--- src/gauge_ctrl_pkg.sv ---
// Constants, codes and carrier types shared by the control subcommand decoder
package gauge_ctrl_pkg;

  localparam longint unsigned CLK_HZ = 125_000_000;

  // Command-code addresses of the control word
  localparam logic [7:0] CTRL_ADDR_LO = 8'h00;
  localparam logic [7:0] CTRL_ADDR_HI = 8'h01;

  // Subcommand codes
  localparam logic [15:0] CMD_STATUS_QUERY = 16'h0000;
  localparam logic [15:0] CMD_TYPE_QUERY = 16'h0001;
  localparam logic [15:0] CMD_FW_REV_QUERY = 16'h0002;
  localparam logic [15:0] CMD_CONFIG_CODE_QUERY = 16'h0004;
  localparam logic [15:0] CMD_LAST_CMD_QUERY = 16'h0007;
  localparam logic [15:0] CMD_CHEMISTRY_QUERY = 16'h0008;
  localparam logic [15:0] CMD_FORCE_CELL_PRESENT = 16'h000C;
  localparam logic [15:0] CMD_FORCE_CELL_ABSENT = 16'h000D;
  localparam logic [15:0] CMD_DEEP_SLEEP_SET = 16'h0011;
  localparam logic [15:0] CMD_DEEP_SLEEP_CLEAR = 16'h0012;
  localparam logic [15:0] CMD_ENTER_CONFIG_EDIT = 16'h0013;
  localparam logic [15:0] CMD_POWER_OFF_ARM = 16'h001B;
  localparam logic [15:0] CMD_POWER_OFF = 16'h001C;
  localparam logic [15:0] CMD_LOCK_ACCESS = 16'h0020;
  localparam logic [15:0] CMD_PULSE_OUTPUT_PIN = 16'h0023;
  localparam logic [15:0] CMD_FULL_RESET = 16'h0041;
  localparam logic [15:0] CMD_SOFT_RESET = 16'h0042;
  localparam logic [15:0] CMD_LEAVE_EDIT_PLAIN = 16'h0043;
  localparam logic [15:0] CMD_LEAVE_EDIT_RESIM = 16'h0044;
  // Codes at or above this are not kept as the last command
  localparam logic [15:0] LAST_CMD_LIMIT = 16'h0015;

  // Arbitrary identification value, not tied to any real part
  localparam logic [15:0] DEVICE_TYPE_CODE = 16'h5A3C;

  // Status word bit positions
  localparam int unsigned ST_POWER_OFF_ARMED = 15;
  localparam int unsigned ST_WATCHDOG_EVENT = 14;
  localparam int unsigned ST_LOCKED = 13;
  localparam int unsigned ST_CALIBRATION = 12;
  localparam int unsigned ST_COUNTER_AUTOCAL = 11;
  localparam int unsigned ST_BOARD_CAL = 10;
  localparam int unsigned ST_CAP_LEARNED = 9;
  localparam int unsigned ST_RES_LEARNED = 8;
  localparam int unsigned ST_INIT_DONE = 7;
  localparam int unsigned ST_DEEP_SLEEP_REQ = 6;
  localparam int unsigned ST_SLEEP = 4;
  localparam int unsigned ST_CONST_POWER = 3;
  localparam int unsigned ST_TABLE_BLOCK = 2;
  localparam int unsigned ST_VOLTAGE_VALID = 1;

  // Values after reset
  localparam logic CONST_POWER_RESET = 1'b1;
  localparam logic INIT_PENDING_RESET = 1'b1;
  localparam logic [15:0] RESULT_RESET = 16'h0000;

  // Timing
  localparam int unsigned GENERAL_OUTPUT_PIN_TIMER_W = 17;
  localparam int unsigned GENERAL_OUTPUT_PIN_PULSE_MS = 1;
  localparam logic [GENERAL_OUTPUT_PIN_TIMER_W-1:0] GENERAL_OUTPUT_PIN_PULSE_CYCLES =
    GENERAL_OUTPUT_PIN_TIMER_W'(GENERAL_OUTPUT_PIN_PULSE_MS * CLK_HZ / 1000);
  localparam int unsigned ACAL_TIMER_W = 35;
  localparam int unsigned AUTOCAL_DELAY_MIN = 3;
  localparam int unsigned AUTOCAL_DELAY_SEC = 45;
  localparam logic [ACAL_TIMER_W-1:0] AUTOCAL_DELAY_CYCLES =
    ACAL_TIMER_W'((AUTOCAL_DELAY_MIN * 60 + AUTOCAL_DELAY_SEC) * CLK_HZ);
  localparam logic [ACAL_TIMER_W-1:0] AUTOCAL_PERIOD_CYCLES = AUTOCAL_DELAY_CYCLES;
  localparam logic [ACAL_TIMER_W-1:0] AUTOCAL_RUN_CYCLES = 35'h3E8;

  typedef struct packed {
    logic write;
    logic read;
    logic [7:0] addr;
    logic [7:0] data;
  } cmd_port_t;

  typedef struct packed {
    logic watchdogEvent;
    logic calibrationActive;
    logic boardCal;
    logic sleepMode;
    logic initDone;
    logic constPower;
    logic tableBlock;
    logic voltageValid;
    logic capLearnedEvent;
    logic resLearnedEvent;
    logic deepSleepExit;
    logic insertionDetectEnable;
    logic cellDetectPin;
  } gauge_state_t;

  typedef struct packed {
    logic [15:0] fwRev;
    logic [15:0] chemistryId;
    logic [7:0] configCode;
  } gauge_ids_t;

  typedef enum logic [0:0] {
    ACAL_WAIT = 1'b0,
    ACAL_RUN = 1'b1
  } acal_state_t;

endpackage

--- src/control_subcommand_decoder.sv ---
// Control subcommand decoder with status word, access lock and mode flags
`timescale 1ns/1ns
`default_nettype none
// Operation
// - Control write carries a two-byte subcommand
// - 0x0000 returns the control status word
// - 0x0001 device type, 0x0002 firmware revision
// - 0x0004 returns configuration code
// - 0x0007 returns previous subcommand below 0x0015
// - 0x0008 returns chemistry profile identifier
// - 0x000C/0x000D force cell presence when detect off
// - 0x0011/0x0012 set/clear deep-sleep request
// - 0x0013 enters config edit when unlocked
// - 0x001B arms power-off, status bit 15
// - 0x001C powers off when unlocked
// - 0x0020 locks access
// - 0x0023 pulses output pin 1 ms
// - 0x0041 full reset when unlocked
// - 0x0042 soft reset leaves config edit
// - 0x0043 leaves edit, no measurement or resim
// - 0x0044 leaves edit then resimulates
// - Locked accepts only 0x0000-0x0012 and 0x0023
// - High byte flags watchdog, lock, calibrations
// - Learned bits clear on reset/insertion; ordered
// - Counter autocal after 3m45s, then periodic
// - Low byte flags init, sleep, model, voltage
// - Power-off needs prior arm command
// - Soft reset/resim exit clear flags, resimulate
// - Deep-sleep request clears on deep-sleep exit
module control_subcommand_decoder #(
  parameter logic [16:0] GENERAL_OUTPUT_PIN_PULSE_CYCLES = gauge_ctrl_pkg::GENERAL_OUTPUT_PIN_PULSE_CYCLES,
  parameter logic [34:0] AUTOCAL_DELAY_CYCLES = gauge_ctrl_pkg::AUTOCAL_DELAY_CYCLES,
  parameter logic [34:0] AUTOCAL_PERIOD_CYCLES = gauge_ctrl_pkg::AUTOCAL_PERIOD_CYCLES
) (
  input wire logic clk,
  input wire logic reset,
  input wire logic clkEn,
  input wire gauge_ctrl_pkg::cmd_port_t cmd,
  input wire gauge_ctrl_pkg::gauge_state_t gauge,
  input wire gauge_ctrl_pkg::gauge_ids_t ids,
  output logic [7:0] cmdRdData,
  output logic cmdRdValid,
  output logic cellPresentFlag,
  output logic configEditFlag,
  output logic initPendingFlag,
  output logic lockedState,
  output logic powerOffArmed,
  output logic shutdownReq,
  output logic fullResetReq,
  output logic ocvMeasureReq,
  output logic resimReq,
  output logic generalOutputPin
);

  logic subValid;
  logic [15:0] subCode;
  logic lockedOk;
  logic accepted;
  logic [15:0] statusWord;
  logic [15:0] result_reg;
  logic statusLive_reg;
  logic [15:0] lastCmd_reg;
  logic deepSleepReq_reg;
  logic capLearned_reg;
  logic resLearned_reg;
  logic constPower_reg;
  logic cellPresent_next;
  logic cellInsertEvent;
  logic gpoutStart;
  logic gpoutDone;
  logic isAccepted;
  gauge_ctrl_pkg::acal_state_t acalState_reg;
  gauge_ctrl_pkg::acal_state_t acalState_next;
  logic acalKick_reg;
  logic acalFirst_reg;
  logic acalStart;
  logic acalDone;
  logic [34:0] acalLength;

  subcommand_capture capture (
    .clk(clk),
    .reset(reset),
    .clkEn(clkEn),
    .cmd(cmd),
    .subValid(subValid),
    .subCode(subCode)
  );

  // Locked state admits only the read-type and harmless codes
  assign lockedOk = (subCode <= gauge_ctrl_pkg::CMD_DEEP_SLEEP_CLEAR)
    || (subCode == gauge_ctrl_pkg::CMD_PULSE_OUTPUT_PIN);
  assign accepted = subValid && (!lockedState || lockedOk);
  assign isAccepted = accepted;

  assign statusWord = {
    powerOffArmed, gauge.watchdogEvent, lockedState, gauge.calibrationActive,
    acalState_reg == gauge_ctrl_pkg::ACAL_RUN, gauge.boardCal,
    capLearned_reg, resLearned_reg,
    gauge.initDone, deepSleepReq_reg, 1'b0, gauge.sleepMode,
    constPower_reg, gauge.tableBlock, gauge.voltageValid, 1'b0
  };

  // Cell presence: host commands rule only while pin detection is off
  always_comb begin
    cellPresent_next = cellPresentFlag;
    if (gauge.insertionDetectEnable) begin
      cellPresent_next = gauge.cellDetectPin;
    end else if (accepted && subCode == gauge_ctrl_pkg::CMD_FORCE_CELL_PRESENT) begin
      cellPresent_next = 1'b1;
    end else if (accepted && subCode == gauge_ctrl_pkg::CMD_FORCE_CELL_ABSENT) begin
      cellPresent_next = 1'b0;
    end
  end
  assign cellInsertEvent = cellPresent_next && !cellPresentFlag;

  always_ff @(posedge clk) begin
    if (reset) begin
      cellPresentFlag <= 1'b0;
      constPower_reg <= gauge_ctrl_pkg::CONST_POWER_RESET;
    end else if (clkEn) begin
      cellPresentFlag <= cellPresent_next;
      constPower_reg <= gauge.constPower;
    end
  end

  // Learned bits: insertion clears both, resistance waits for capacity
  always_ff @(posedge clk) begin
    if (reset) begin
      capLearned_reg <= 1'b0;
      resLearned_reg <= 1'b0;
    end else if (clkEn) begin
      if (cellInsertEvent) begin
        capLearned_reg <= 1'b0;
        resLearned_reg <= 1'b0;
      end else begin
        if (gauge.capLearnedEvent) begin
          capLearned_reg <= 1'b1;
        end
        if (gauge.resLearnedEvent && capLearned_reg) begin
          resLearned_reg <= 1'b1;
        end
      end
    end
  end

  // Deep-sleep request; a host set in the exit cycle wins
  always_ff @(posedge clk) begin
    if (reset) begin
      deepSleepReq_reg <= 1'b0;
    end else if (clkEn) begin
      if (accepted && subCode == gauge_ctrl_pkg::CMD_DEEP_SLEEP_SET) begin
        deepSleepReq_reg <= 1'b1;
      end else if (accepted && subCode == gauge_ctrl_pkg::CMD_DEEP_SLEEP_CLEAR) begin
        deepSleepReq_reg <= 1'b0;
      end else if (gauge.deepSleepExit) begin
        deepSleepReq_reg <= 1'b0;
      end
    end
  end

  // Mode flags, lock, power-off and reset requests
  always_ff @(posedge clk) begin
    if (reset) begin
      configEditFlag <= 1'b0;
      initPendingFlag <= gauge_ctrl_pkg::INIT_PENDING_RESET;
      lockedState <= 1'b0;
      powerOffArmed <= 1'b0;
      shutdownReq <= 1'b0;
      fullResetReq <= 1'b0;
      ocvMeasureReq <= 1'b0;
      resimReq <= 1'b0;
    end else if (clkEn) begin
      fullResetReq <= 1'b0;
      ocvMeasureReq <= 1'b0;
      resimReq <= 1'b0;
      if (accepted) begin
        case (subCode)
          gauge_ctrl_pkg::CMD_ENTER_CONFIG_EDIT: configEditFlag <= 1'b1;
          gauge_ctrl_pkg::CMD_POWER_OFF_ARM: powerOffArmed <= 1'b1;
          gauge_ctrl_pkg::CMD_POWER_OFF: begin
            if (powerOffArmed) begin
              shutdownReq <= 1'b1;
            end
          end
          gauge_ctrl_pkg::CMD_LOCK_ACCESS: lockedState <= 1'b1;
          gauge_ctrl_pkg::CMD_FULL_RESET: begin
            fullResetReq <= 1'b1;
            initPendingFlag <= 1'b1;
          end
          gauge_ctrl_pkg::CMD_SOFT_RESET: begin
            configEditFlag <= 1'b0;
            initPendingFlag <= 1'b0;
            ocvMeasureReq <= 1'b1;
            resimReq <= 1'b1;
          end
          gauge_ctrl_pkg::CMD_LEAVE_EDIT_PLAIN: begin
            configEditFlag <= 1'b0;
            initPendingFlag <= 1'b0;
          end
          gauge_ctrl_pkg::CMD_LEAVE_EDIT_RESIM: begin
            configEditFlag <= 1'b0;
            initPendingFlag <= 1'b0;
            resimReq <= 1'b1;
          end
          default: begin
          end
        endcase
      end
    end
  end

  // Query answers; status stays live so later reads see current bits
  always_ff @(posedge clk) begin
    if (reset) begin
      result_reg <= gauge_ctrl_pkg::RESULT_RESET;
      statusLive_reg <= 1'b1;
      lastCmd_reg <= gauge_ctrl_pkg::RESULT_RESET;
    end else if (clkEn && subValid) begin
      if (subCode < gauge_ctrl_pkg::LAST_CMD_LIMIT) begin
        lastCmd_reg <= subCode;
      end
      if (accepted) begin
        case (subCode)
          gauge_ctrl_pkg::CMD_STATUS_QUERY: statusLive_reg <= 1'b1;
          gauge_ctrl_pkg::CMD_TYPE_QUERY: begin
            statusLive_reg <= 1'b0;
            result_reg <= gauge_ctrl_pkg::DEVICE_TYPE_CODE;
          end
          gauge_ctrl_pkg::CMD_FW_REV_QUERY: begin
            statusLive_reg <= 1'b0;
            result_reg <= ids.fwRev;
          end
          gauge_ctrl_pkg::CMD_CONFIG_CODE_QUERY: begin
            statusLive_reg <= 1'b0;
            result_reg <= {8'h00, ids.configCode};
          end
          gauge_ctrl_pkg::CMD_LAST_CMD_QUERY: begin
            statusLive_reg <= 1'b0;
            result_reg <= lastCmd_reg;
          end
          gauge_ctrl_pkg::CMD_CHEMISTRY_QUERY: begin
            statusLive_reg <= 1'b0;
            result_reg <= ids.chemistryId;
          end
          default: begin
          end
        endcase
      end
    end
  end

  always_ff @(posedge clk) begin
    if (reset) begin
      cmdRdData <= 8'h00;
      cmdRdValid <= 1'b0;
    end else if (clkEn) begin
      cmdRdValid <= cmd.read;
      if (cmd.read && cmd.addr == gauge_ctrl_pkg::CTRL_ADDR_LO) begin
        cmdRdData <= statusLive_reg ? statusWord[7:0] : result_reg[7:0];
      end else if (cmd.read && cmd.addr == gauge_ctrl_pkg::CTRL_ADDR_HI) begin
        cmdRdData <= statusLive_reg ? statusWord[15:8] : result_reg[15:8];
      end else begin
        cmdRdData <= 8'h00;
      end
    end
  end

  // Output pin pulse; a repeat while busy restarts the full 1 ms
  assign gpoutStart = isAccepted && subCode == gauge_ctrl_pkg::CMD_PULSE_OUTPUT_PIN;

  interval_timer #(
    .WIDTH(gauge_ctrl_pkg::GENERAL_OUTPUT_PIN_TIMER_W)
  ) gpoutTimer (
    .clk(clk),
    .reset(reset),
    .clkEn(clkEn),
    .start(gpoutStart),
    .length(GENERAL_OUTPUT_PIN_PULSE_CYCLES),
    .busy(generalOutputPin),
    .done(gpoutDone)
  );

  // Counter autocal: one timer alternates wait and run intervals
  assign acalState_next = acalDone
    ? (acalState_reg == gauge_ctrl_pkg::ACAL_WAIT ? gauge_ctrl_pkg::ACAL_RUN
                                                  : gauge_ctrl_pkg::ACAL_WAIT)
    : acalState_reg;
  assign acalStart = acalKick_reg || acalDone;
  assign acalLength = (acalState_next == gauge_ctrl_pkg::ACAL_RUN)
    ? gauge_ctrl_pkg::AUTOCAL_RUN_CYCLES
    : (acalFirst_reg ? AUTOCAL_DELAY_CYCLES : AUTOCAL_PERIOD_CYCLES);

  always_ff @(posedge clk) begin
    if (reset) begin
      acalState_reg <= gauge_ctrl_pkg::ACAL_WAIT;
      acalKick_reg <= 1'b1;
      acalFirst_reg <= 1'b1;
    end else if (clkEn) begin
      if (fullResetReq) begin
        // Reinitialisation restarts the first delay
        acalState_reg <= gauge_ctrl_pkg::ACAL_WAIT;
        acalKick_reg <= 1'b1;
        acalFirst_reg <= 1'b1;
      end else begin
        acalKick_reg <= 1'b0;
        acalState_reg <= acalState_next;
        if (acalDone && acalState_reg == gauge_ctrl_pkg::ACAL_WAIT) begin
          acalFirst_reg <= 1'b0;
        end
      end
    end
  end

  interval_timer #(
    .WIDTH(gauge_ctrl_pkg::ACAL_TIMER_W)
  ) acalTimer (
    .clk(clk),
    .reset(reset),
    .clkEn(clkEn),
    .start(acalStart),
    .length(acalLength),
    .busy(),
    .done(acalDone)
  );
endmodule
`default_nettype wire

--- src/interval_timer.sv ---
// One-shot interval timer: busy for length cycles, then a done pulse
`timescale 1ns/1ns
`default_nettype none
module interval_timer #(
  parameter int unsigned WIDTH = 17
) (
  input wire logic clk,
  input wire logic reset,
  input wire logic clkEn,
  input wire logic start,
  input wire logic [WIDTH-1:0] length,
  output logic busy,
  output logic done
);

  logic [WIDTH-1:0] count_reg;

  always_ff @(posedge clk) begin
    if (reset) begin
      count_reg <= '0;
      busy <= 1'b0;
      done <= 1'b0;
    end else if (clkEn) begin
      done <= 1'b0;
      if (start) begin
        count_reg <= length - WIDTH'(1);
        busy <= 1'b1;
      end else if (busy) begin
        if (count_reg == '0) begin
          busy <= 1'b0;
          done <= 1'b1;
        end else begin
          count_reg <= count_reg - WIDTH'(1);
        end
      end
    end
  end

endmodule
`default_nettype wire

--- src/subcommand_capture.sv ---
// Pairs the two control-word bytes into one subcommand strobe
`timescale 1ns/1ns
`default_nettype none
module subcommand_capture (
  input wire logic clk,
  input wire logic reset,
  input wire logic clkEn,
  input wire gauge_ctrl_pkg::cmd_port_t cmd,
  output logic subValid,
  output logic [15:0] subCode
);

  logic [7:0] lowByte_reg;
  logic lowPending_reg;

  always_ff @(posedge clk) begin
    if (reset) begin
      lowByte_reg <= 8'h00;
      lowPending_reg <= 1'b0;
      subValid <= 1'b0;
      subCode <= 16'h0000;
    end else if (clkEn) begin
      subValid <= 1'b0;
      if (cmd.write && cmd.addr == gauge_ctrl_pkg::CTRL_ADDR_LO) begin
        lowByte_reg <= cmd.data;
        lowPending_reg <= 1'b1;
      end else if (cmd.write && cmd.addr == gauge_ctrl_pkg::CTRL_ADDR_HI && lowPending_reg) begin
        // A high byte with no low byte before it is dropped
        subValid <= 1'b1;
        subCode <= {cmd.data, lowByte_reg};
        lowPending_reg <= 1'b0;
      end
    end
  end

endmodule
`default_nettype wire

--- config.mk ---
export PLATFORM = sky130hd
export DESIGN_NAME = control_subcommand_decoder
export DESIGN_NICKNAME = d
export VERILOG_FILES = /design/src/gauge_ctrl_pkg.sv /design/src/control_subcommand_decoder.sv /design/src/interval_timer.sv /design/src/subcommand_capture.sv
export SDC_FILE = /design/constraint.sdc
export NUM_CORES = 1
export LEC_CHECK = 0
export BUFFER_PORTS_ARGS = -buffer_cell sky130_fd_sc_hd__buf_4
export CAP_MARGIN = 10
export CORE_ASPECT_RATIO = 0.6
export CORE_MARGIN = 1.5
export CORE_UTILIZATION = 58
export CTS_CLUSTER_SIZE = 30
export DETAILED_ROUTE_END_ITERATION = 8
export PLACE_DENSITY_LB_ADDON = 0.05
export SYNTH_ARGS = -nofsm -noshare
export SYNTH_HDL_FRONTEND = slang
export SYNTH_SLANG_ARGS = --single-unit
--- constraint.sdc ---
create_clock -name clk -period 4 [get_ports clk]
set_input_delay 0.8 -clock clk [delete_from_list [all_inputs] [get_ports clk]]
set_output_delay 0.8 -clock clk [all_outputs]
set_load 0.05 [all_outputs]
### Yosys cells after proc, flatten, opt, wreduce, memory -nomap -nowiden

Cells that the tools add are included.

* register bits after elaboration: 138
* bits of input ports: 74
* output and inout port bits: 19
* logic and storage cells: 156

* $add $sub $neg: 3
* $lt $le $gt $ge: 2
* equal/unequal tests: 21
* muxes and demuxes: 48
* bitwise operators: 1
* reduce and logical (&&, ||, !) cells: 52

Operators by type and width (count)
* 35-bit two-way mux: 4
* 16-bit by 5-bit equality test with 1-bit output, second input constant: 5
* 16-bit one-hot mux with 5 select lines: 1
* 35-bit by 1-bit subtractor with 35-bit output, second input constant: 2
* 16-bit by 7-bit equality test with 1-bit output, second input constant: 4
* 17-bit two-way mux: 3
* 16-bit by 4-bit equality test with 1-bit output, second input constant: 3
* 35-bit logical NOT: 1
* 1-bit two-way mux: 33
* 16-bit by 3-bit equality test with 1-bit output, second input constant: 2
* 16-bit by 6-bit equality test with 1-bit output, second input constant: 2
* 8-bit two-way mux: 4
* 3-bit AND reduction: 9
* 17-bit logical NOT: 1
* 17-bit by 1-bit subtractor with 17-bit output, second input constant: 1
* 16-bit by 1-bit equality test with 1-bit output, second input constant: 1
* 16-bit by 2-bit equality test with 1-bit output, second input constant: 1
* 16-bit by 5-bit less-or-equal comparator with 1-bit output, second input constant: 1
* 16-bit logical NOT: 1
* 16-bit by 5-bit less-than comparator with 1-bit output, second input constant: 1
* 2-bit nonzero test: 8
* 1-bit logical AND: 14
* 2-bit AND reduction: 6
* 8-bit by 1-bit equality test with 1-bit output, second input constant: 1
* other kinds (12): 18

### Logic depth before layout (Yosys ltp)

* depth in word-level cells: 11
* mapped depth: 12

### Hierarchy

Synthesis repeated with hierarchy kept, for this count alone.

* cells, all modules: 1128
* area total of the unflattened synthesis: 9286.4 sq um

Modules (own cells, without submodules)
* interval_timer (acalTimer): instances 1, cells an instance 465, area an instance 3538.4 sq um, seq. area each 740.7 sq um
* control_subcommand_decoder: instances 1, cells an instance 348, area an instance 2949.1 sq um, seq. area each 1141.1 sq um
* interval_timer (gpoutTimer): instances 1, cells an instance 214, area an instance 1689.1 sq um, seq. area each 380.4 sq um
* subcommand_capture: instances 1, cells an instance 101, area an instance 1109.8 sq um, seq. area each 520.5 sq um

### Worst setup path before layout

Ideal clock, no wire load.

* path kind: register to register
* from: reg acalTimer.done
* to: reg acalTimer.count_reg[22]
* setup time: 0.079 ns
* arrival time: 3.022 ns
* required time: 3.921 ns
* setup slack: 0.899 ns
* stages on the path, launching flop included: 13
* buffers on the path: 3
* period minus slack after synthesis: 3.101 ns
* path through: dfxtp_1 -> clkbuf_1 -> nor2_1 -> clkbuf_1 -> nand2_1 -> ha_1 -> or4b_1 -> or4_4 -> buf_6 -> nor2_8 -> o221ai_2 -> or4_1 -> o211ai_1

* cells in the longest elaborated chain, start to end: 4
* elaborated cells between the ends (all ways): 8

RTL lines
* start: declaration: RTL line interval_timer.sv:13 `output logic done`
* start signal: assignment: RTL line interval_timer.sv:22 `done <= 1'b0;`
* start signal: assignment: RTL line interval_timer.sv:24 `done <= 1'b0;`
* start signal: assignment: RTL line interval_timer.sv:31 `done <= 1'b1;`
* 1-bit two-way mux: RTL line control_subcommand_decoder.sv:285 `? (acalState_reg == gauge_ctrl_pkg::ACAL_WAIT ? gauge_ctrl_pkg::ACAL_RUN`
* 35-bit two-way mux: RTL line control_subcommand_decoder.sv:290 `? gauge_ctrl_pkg::AUTOCAL_RUN_CYCLES`
* 35-bit by 1-bit subtractor with 35-bit output: RTL line interval_timer.sv:26 `count_reg <= length - WIDTH'(1);`
* 35-bit two-way mux: RTL line interval_timer.sv:25 `if (start) begin`
* end signal: assignment: RTL line interval_timer.sv:26
* end signal: assignment: RTL line interval_timer.sv:33 `count_reg <= count_reg - WIDTH'(1);`
* end: declaration: RTL line interval_timer.sv:16 `logic [WIDTH-1:0] count_reg;`

Several ways; a longest one is shown, not always the timed one.
A chain may end at the register's enable or synchronous reset.

### Worst setup path in the final report

* from: reg acalKick_reg
* to: reg acalTimer.count_reg[30]

* cells in the longest elaborated chain, start to end: 3
* elaborated cells between the ends (all ways): 5

RTL lines
* start: declaration: RTL line control_subcommand_decoder.sv:74 `logic acalKick_reg;`
* start signal: assignment: RTL line control_subcommand_decoder.sv:296 `acalKick_reg <= 1'b1;`
* start signal: assignment: RTL line control_subcommand_decoder.sv:302 `acalKick_reg <= 1'b1;`
* start signal: assignment: RTL line control_subcommand_decoder.sv:305 `acalKick_reg <= 1'b0;`
* 1-bit logical OR *: RTL line control_subcommand_decoder.sv:288 `assign acalStart = acalKick_reg || acalDone;`
* 2-bit != test (no line) / 2-bit nonzero test (equally long branches)
* 3-bit AND reduction (no line)

Mark *: on every way between the ends. The rest lies on a longest branch, timed or not.

==> impl_metrics.tcl <==
set metrics [dict create \
    end_kind "register" \
    holdCritPathClass "reg -> reg" \
    die_y_um 88.8 \
    routed_wl_mm 23.0 \
    place_hpwl_mm 16.4 \
    fin_skew_ns 0.0152 \
    min_period_ns 3.27 \
    ir_drop_v 0.000343 \
    setup_viol 0 \
    grt_antenna_before_repair 1 \
    vias 7400 \
    tns_ns 0 \
    largest_reg_flops 35 \
    clock_latency_ns 0.42 \
    cts.sink_count 138 \
    power_frac_clock 0.467 \
    drive_gt1_frac 0.172 \
    endpoint "acalTimer.count_reg[30]$_SDFFE_PP0P_" \
    finalNetCount 1016 \
    die_area_mm2 0.0130 \
    root_buffer "clkbuf_16" \
    synth-seq-cells 138 \
    p_sw_frac 0.264 \
    startpoint "acalKick_reg$_SDFFE_PP1P_" \
    overflow 0 \
    worst_pin_slew_ns 0.864 \
    rsz0062_at_grt "no" \
    slew_headroom 0.423 \
    grt_pass1_wl_mm 35.6 \
    rr_startpoint "acalKick_reg$_SDFFE_PP1P_" \
    io_pins 93 \
    multi_input_area_mm2 0.00404 \
    crit_required_ns 4.28 \
    diodes 0 \
    syn_inst 877 \
    seqCellArea_mm2 0.00276 \
    dr.pass1.iters 6 \
    synth_edf_count 0 \
    fmax_mhz 306 \
    grt_max_degree 61 \
    switchingPower_w 0.000902 \
    wl_per_cell_um 20.6 \
    cts_buffer_depth 2 \
    portBuffers 92 \
    outcome "completed" \
    final_common_cell "dfxtp_1" \
    final_util 0.704 \
    worstSetupPathType "reg -> reg" \
    ctsHoldBuffers 0 \
    p_leak_nw 3.37 \
    synth_area_mm2 0.00711 \
    grt_pass1_vias 6615 \
    powerDensity_mw_per_mm2 403 \
    num-fill-cells 948 \
    drt_iter0_markers 844 \
    via_per_inst 6.62 \
    core_mm2 0.0120 \
    ys_top_cells_by_area "dfxtp_1 39%, nor2_1 5.5%, a21oi_1 4.9%" \
    seqPwrFrac 0.425 \
    critPathArrivalTime_ns 3.55 \
    r2r_end "acalTimer.count_reg[30]$_SDFFE_PP0P_" \
    cap_violations 0 \
    clkTransAtPathRegs_ns 0.06 \
    drtAntennaViolNets 0 \
    cts_max_level 4 \
    cts_resized 0 \
    cts_tree "done" \
    drv_slew 0 \
    period_share 0.817 \
    avgSynthCellArea_um2 8.11 \
    combPwrFrac 0.108 \
    ys_types 71 \
    cp_max_fo 16 \
    final_cell_mix "138 x dfxtp_1, 107 x buf_4, 105 x nor2_1" \
    die_x_um 146 \
    async_reset_ff_frac 0 \
    r2r_setup_slack_ns 0.73 \
    std_cell_rows 31 \
    numCtsBuffers 17 \
    ys_seq_area_frac 0.388 \
    ys_dominant_reg_cell "dfxtp_1" \
    areaGrowthSynthToFinish_pct 19.0 \
    yosys.area.top_type "dfxtp_1" \
    syn_nets 953 \
    internal_power_w 0.00251 \
    drc 0 \
    r2r_cells 9 \
    grt_usage 0.355 \
    start_util 0.592 \
    yosysWarnings 0 \
    synth_top_area_frac 0.388 \
    post-cts-setup-buffer-count 0 \
    hold_viol_final 0 \
    gp_congestion 0.980 \
    start_kind "register" \
]
==> cell usage after synthesis (all sizes together) (19+ instances only) <==
library cell / instances
a21oi: 69
clkbuf: 54
nand3: 19
nor3: 31
nand2: 86
nand4: 21
nor2: 106
mux2i: 34
and3: 20
dfxtp: 138
o21ai: 46
==> how the worst min path moves through the flow <==
stage / end / cells after the start / slack, ns / from
after floorplan: capture.subCode[0]$_SDFFE_PP0P_ / 2 / 0.43 / capture.lowByte_reg[0]$_SDFFE_PP0P_
after CTS: capture.subCode[1]$_SDFFE_PP0P_ / 2 / 0.46 / capture.lowByte_reg[1]$_SDFFE_PP0P_
final: capture.subCode[2]$_SDFFE_PP0P_ / 2 / 0.46 / capture.lowByte_reg[2]$_SDFFE_PP0P_
after global placement: capture.subCode[4]$_SDFFE_PP0P_ / 2 / 0.44 / capture.lowByte_reg[4]$_SDFFE_PP0P_
after detailed placement: capture.subCode[1]$_SDFFE_PP0P_ / 2 / 0.45 / capture.lowByte_reg[1]$_SDFFE_PP0P_
after global routing: capture.subCode[2]$_SDFFE_PP0P_ / 2 / 0.49 / capture.lowByte_reg[2]$_SDFFE_PP0P_
==> metrics by stage <==
step / power, W / hold WS [ns] / setup WS, ns / area [µm²] / cells
2_1_floorplan: 0.00168 / 0.431 / 0.899 / 7110 / 877
3_3_place_gp: 0.00182 / 0.438 / 0.987 / 7870 / 1086
3_5_place_dp: 0.00183 / 0.450 / 0.875 / 7870 / 1086
4_1_cts: 0.00339 / 0.459 / 0.855 / 8470 / 1118
5_1_grt: 0.00350 / 0.487 / 0.619 / 8470 / 1118
6_report: 0.00341 / 0.459 / 0.731 / 8470 / 1118
==> worst max-delay path, stage by stage, from the launching register on <==
cell and delay, ns:
dfxtp_1 0.64, nor2_1 0.13, nand2_1 0.12, ha_1 0.28, or4b_1 0.48, or4_4 0.55
a211oi_2 0.46, o2111ai_1 0.22, xnor2_1 0.18, nor2_1 0.06
==> cells by family after synthesis <==
kind of cell	share of synthesized area
buffers and inverters	0.0445
multiplexers	0.0526
XOR/XNOR	0.0234
adder cells (fa/ha/maj)	0.00352
AO/OA/AOI/OAI	0.220
flip-flops	0.388
AND/OR/NAND/NOR	0.268
==> final cells by class <==
cell class	instances	share of cell area
Clock inverter	11	0.0161
Timing Repair Buffer	107	0.0949
Multi-Input combinational cell	661	0.477
Tap cell	165	0.0244
Clock buffer	21	0.0544
Sequential cell	138	0.326
Inverter	15	0.00665
==> metal layers <==
metal | up-vias | part of all wire | track usage
met1 | 3507 | 0.46 | 0.526
met5 | - | 0.00056 | 0
met2 | 452 | 0.41 | 0.493
met3 | 47 | 0.12 | 0.110
met4 | 2 | 0.014 | 0.0964
li1 | 3392 | - | -
==> power groups by stage <==
| stage | Sequential [W] | Combinational [W] | Clock (W) |
|---|---|---|---|
| final | 0.00145 | 0.000367 | 0.00159 |
| after global routing | 0.00145 | 0.000392 | 0.00166 |
| after CTS | 0.00145 | 0.000355 | 0.00159 |
| after detailed placement | 0.00148 | 0.000350 | 0 |
| after global placement | 0.00147 | 0.000343 | 0 |
| after floorplan | 0.00148 | 0.000207 | 0 |
Power figures use the tool's default switching activity.
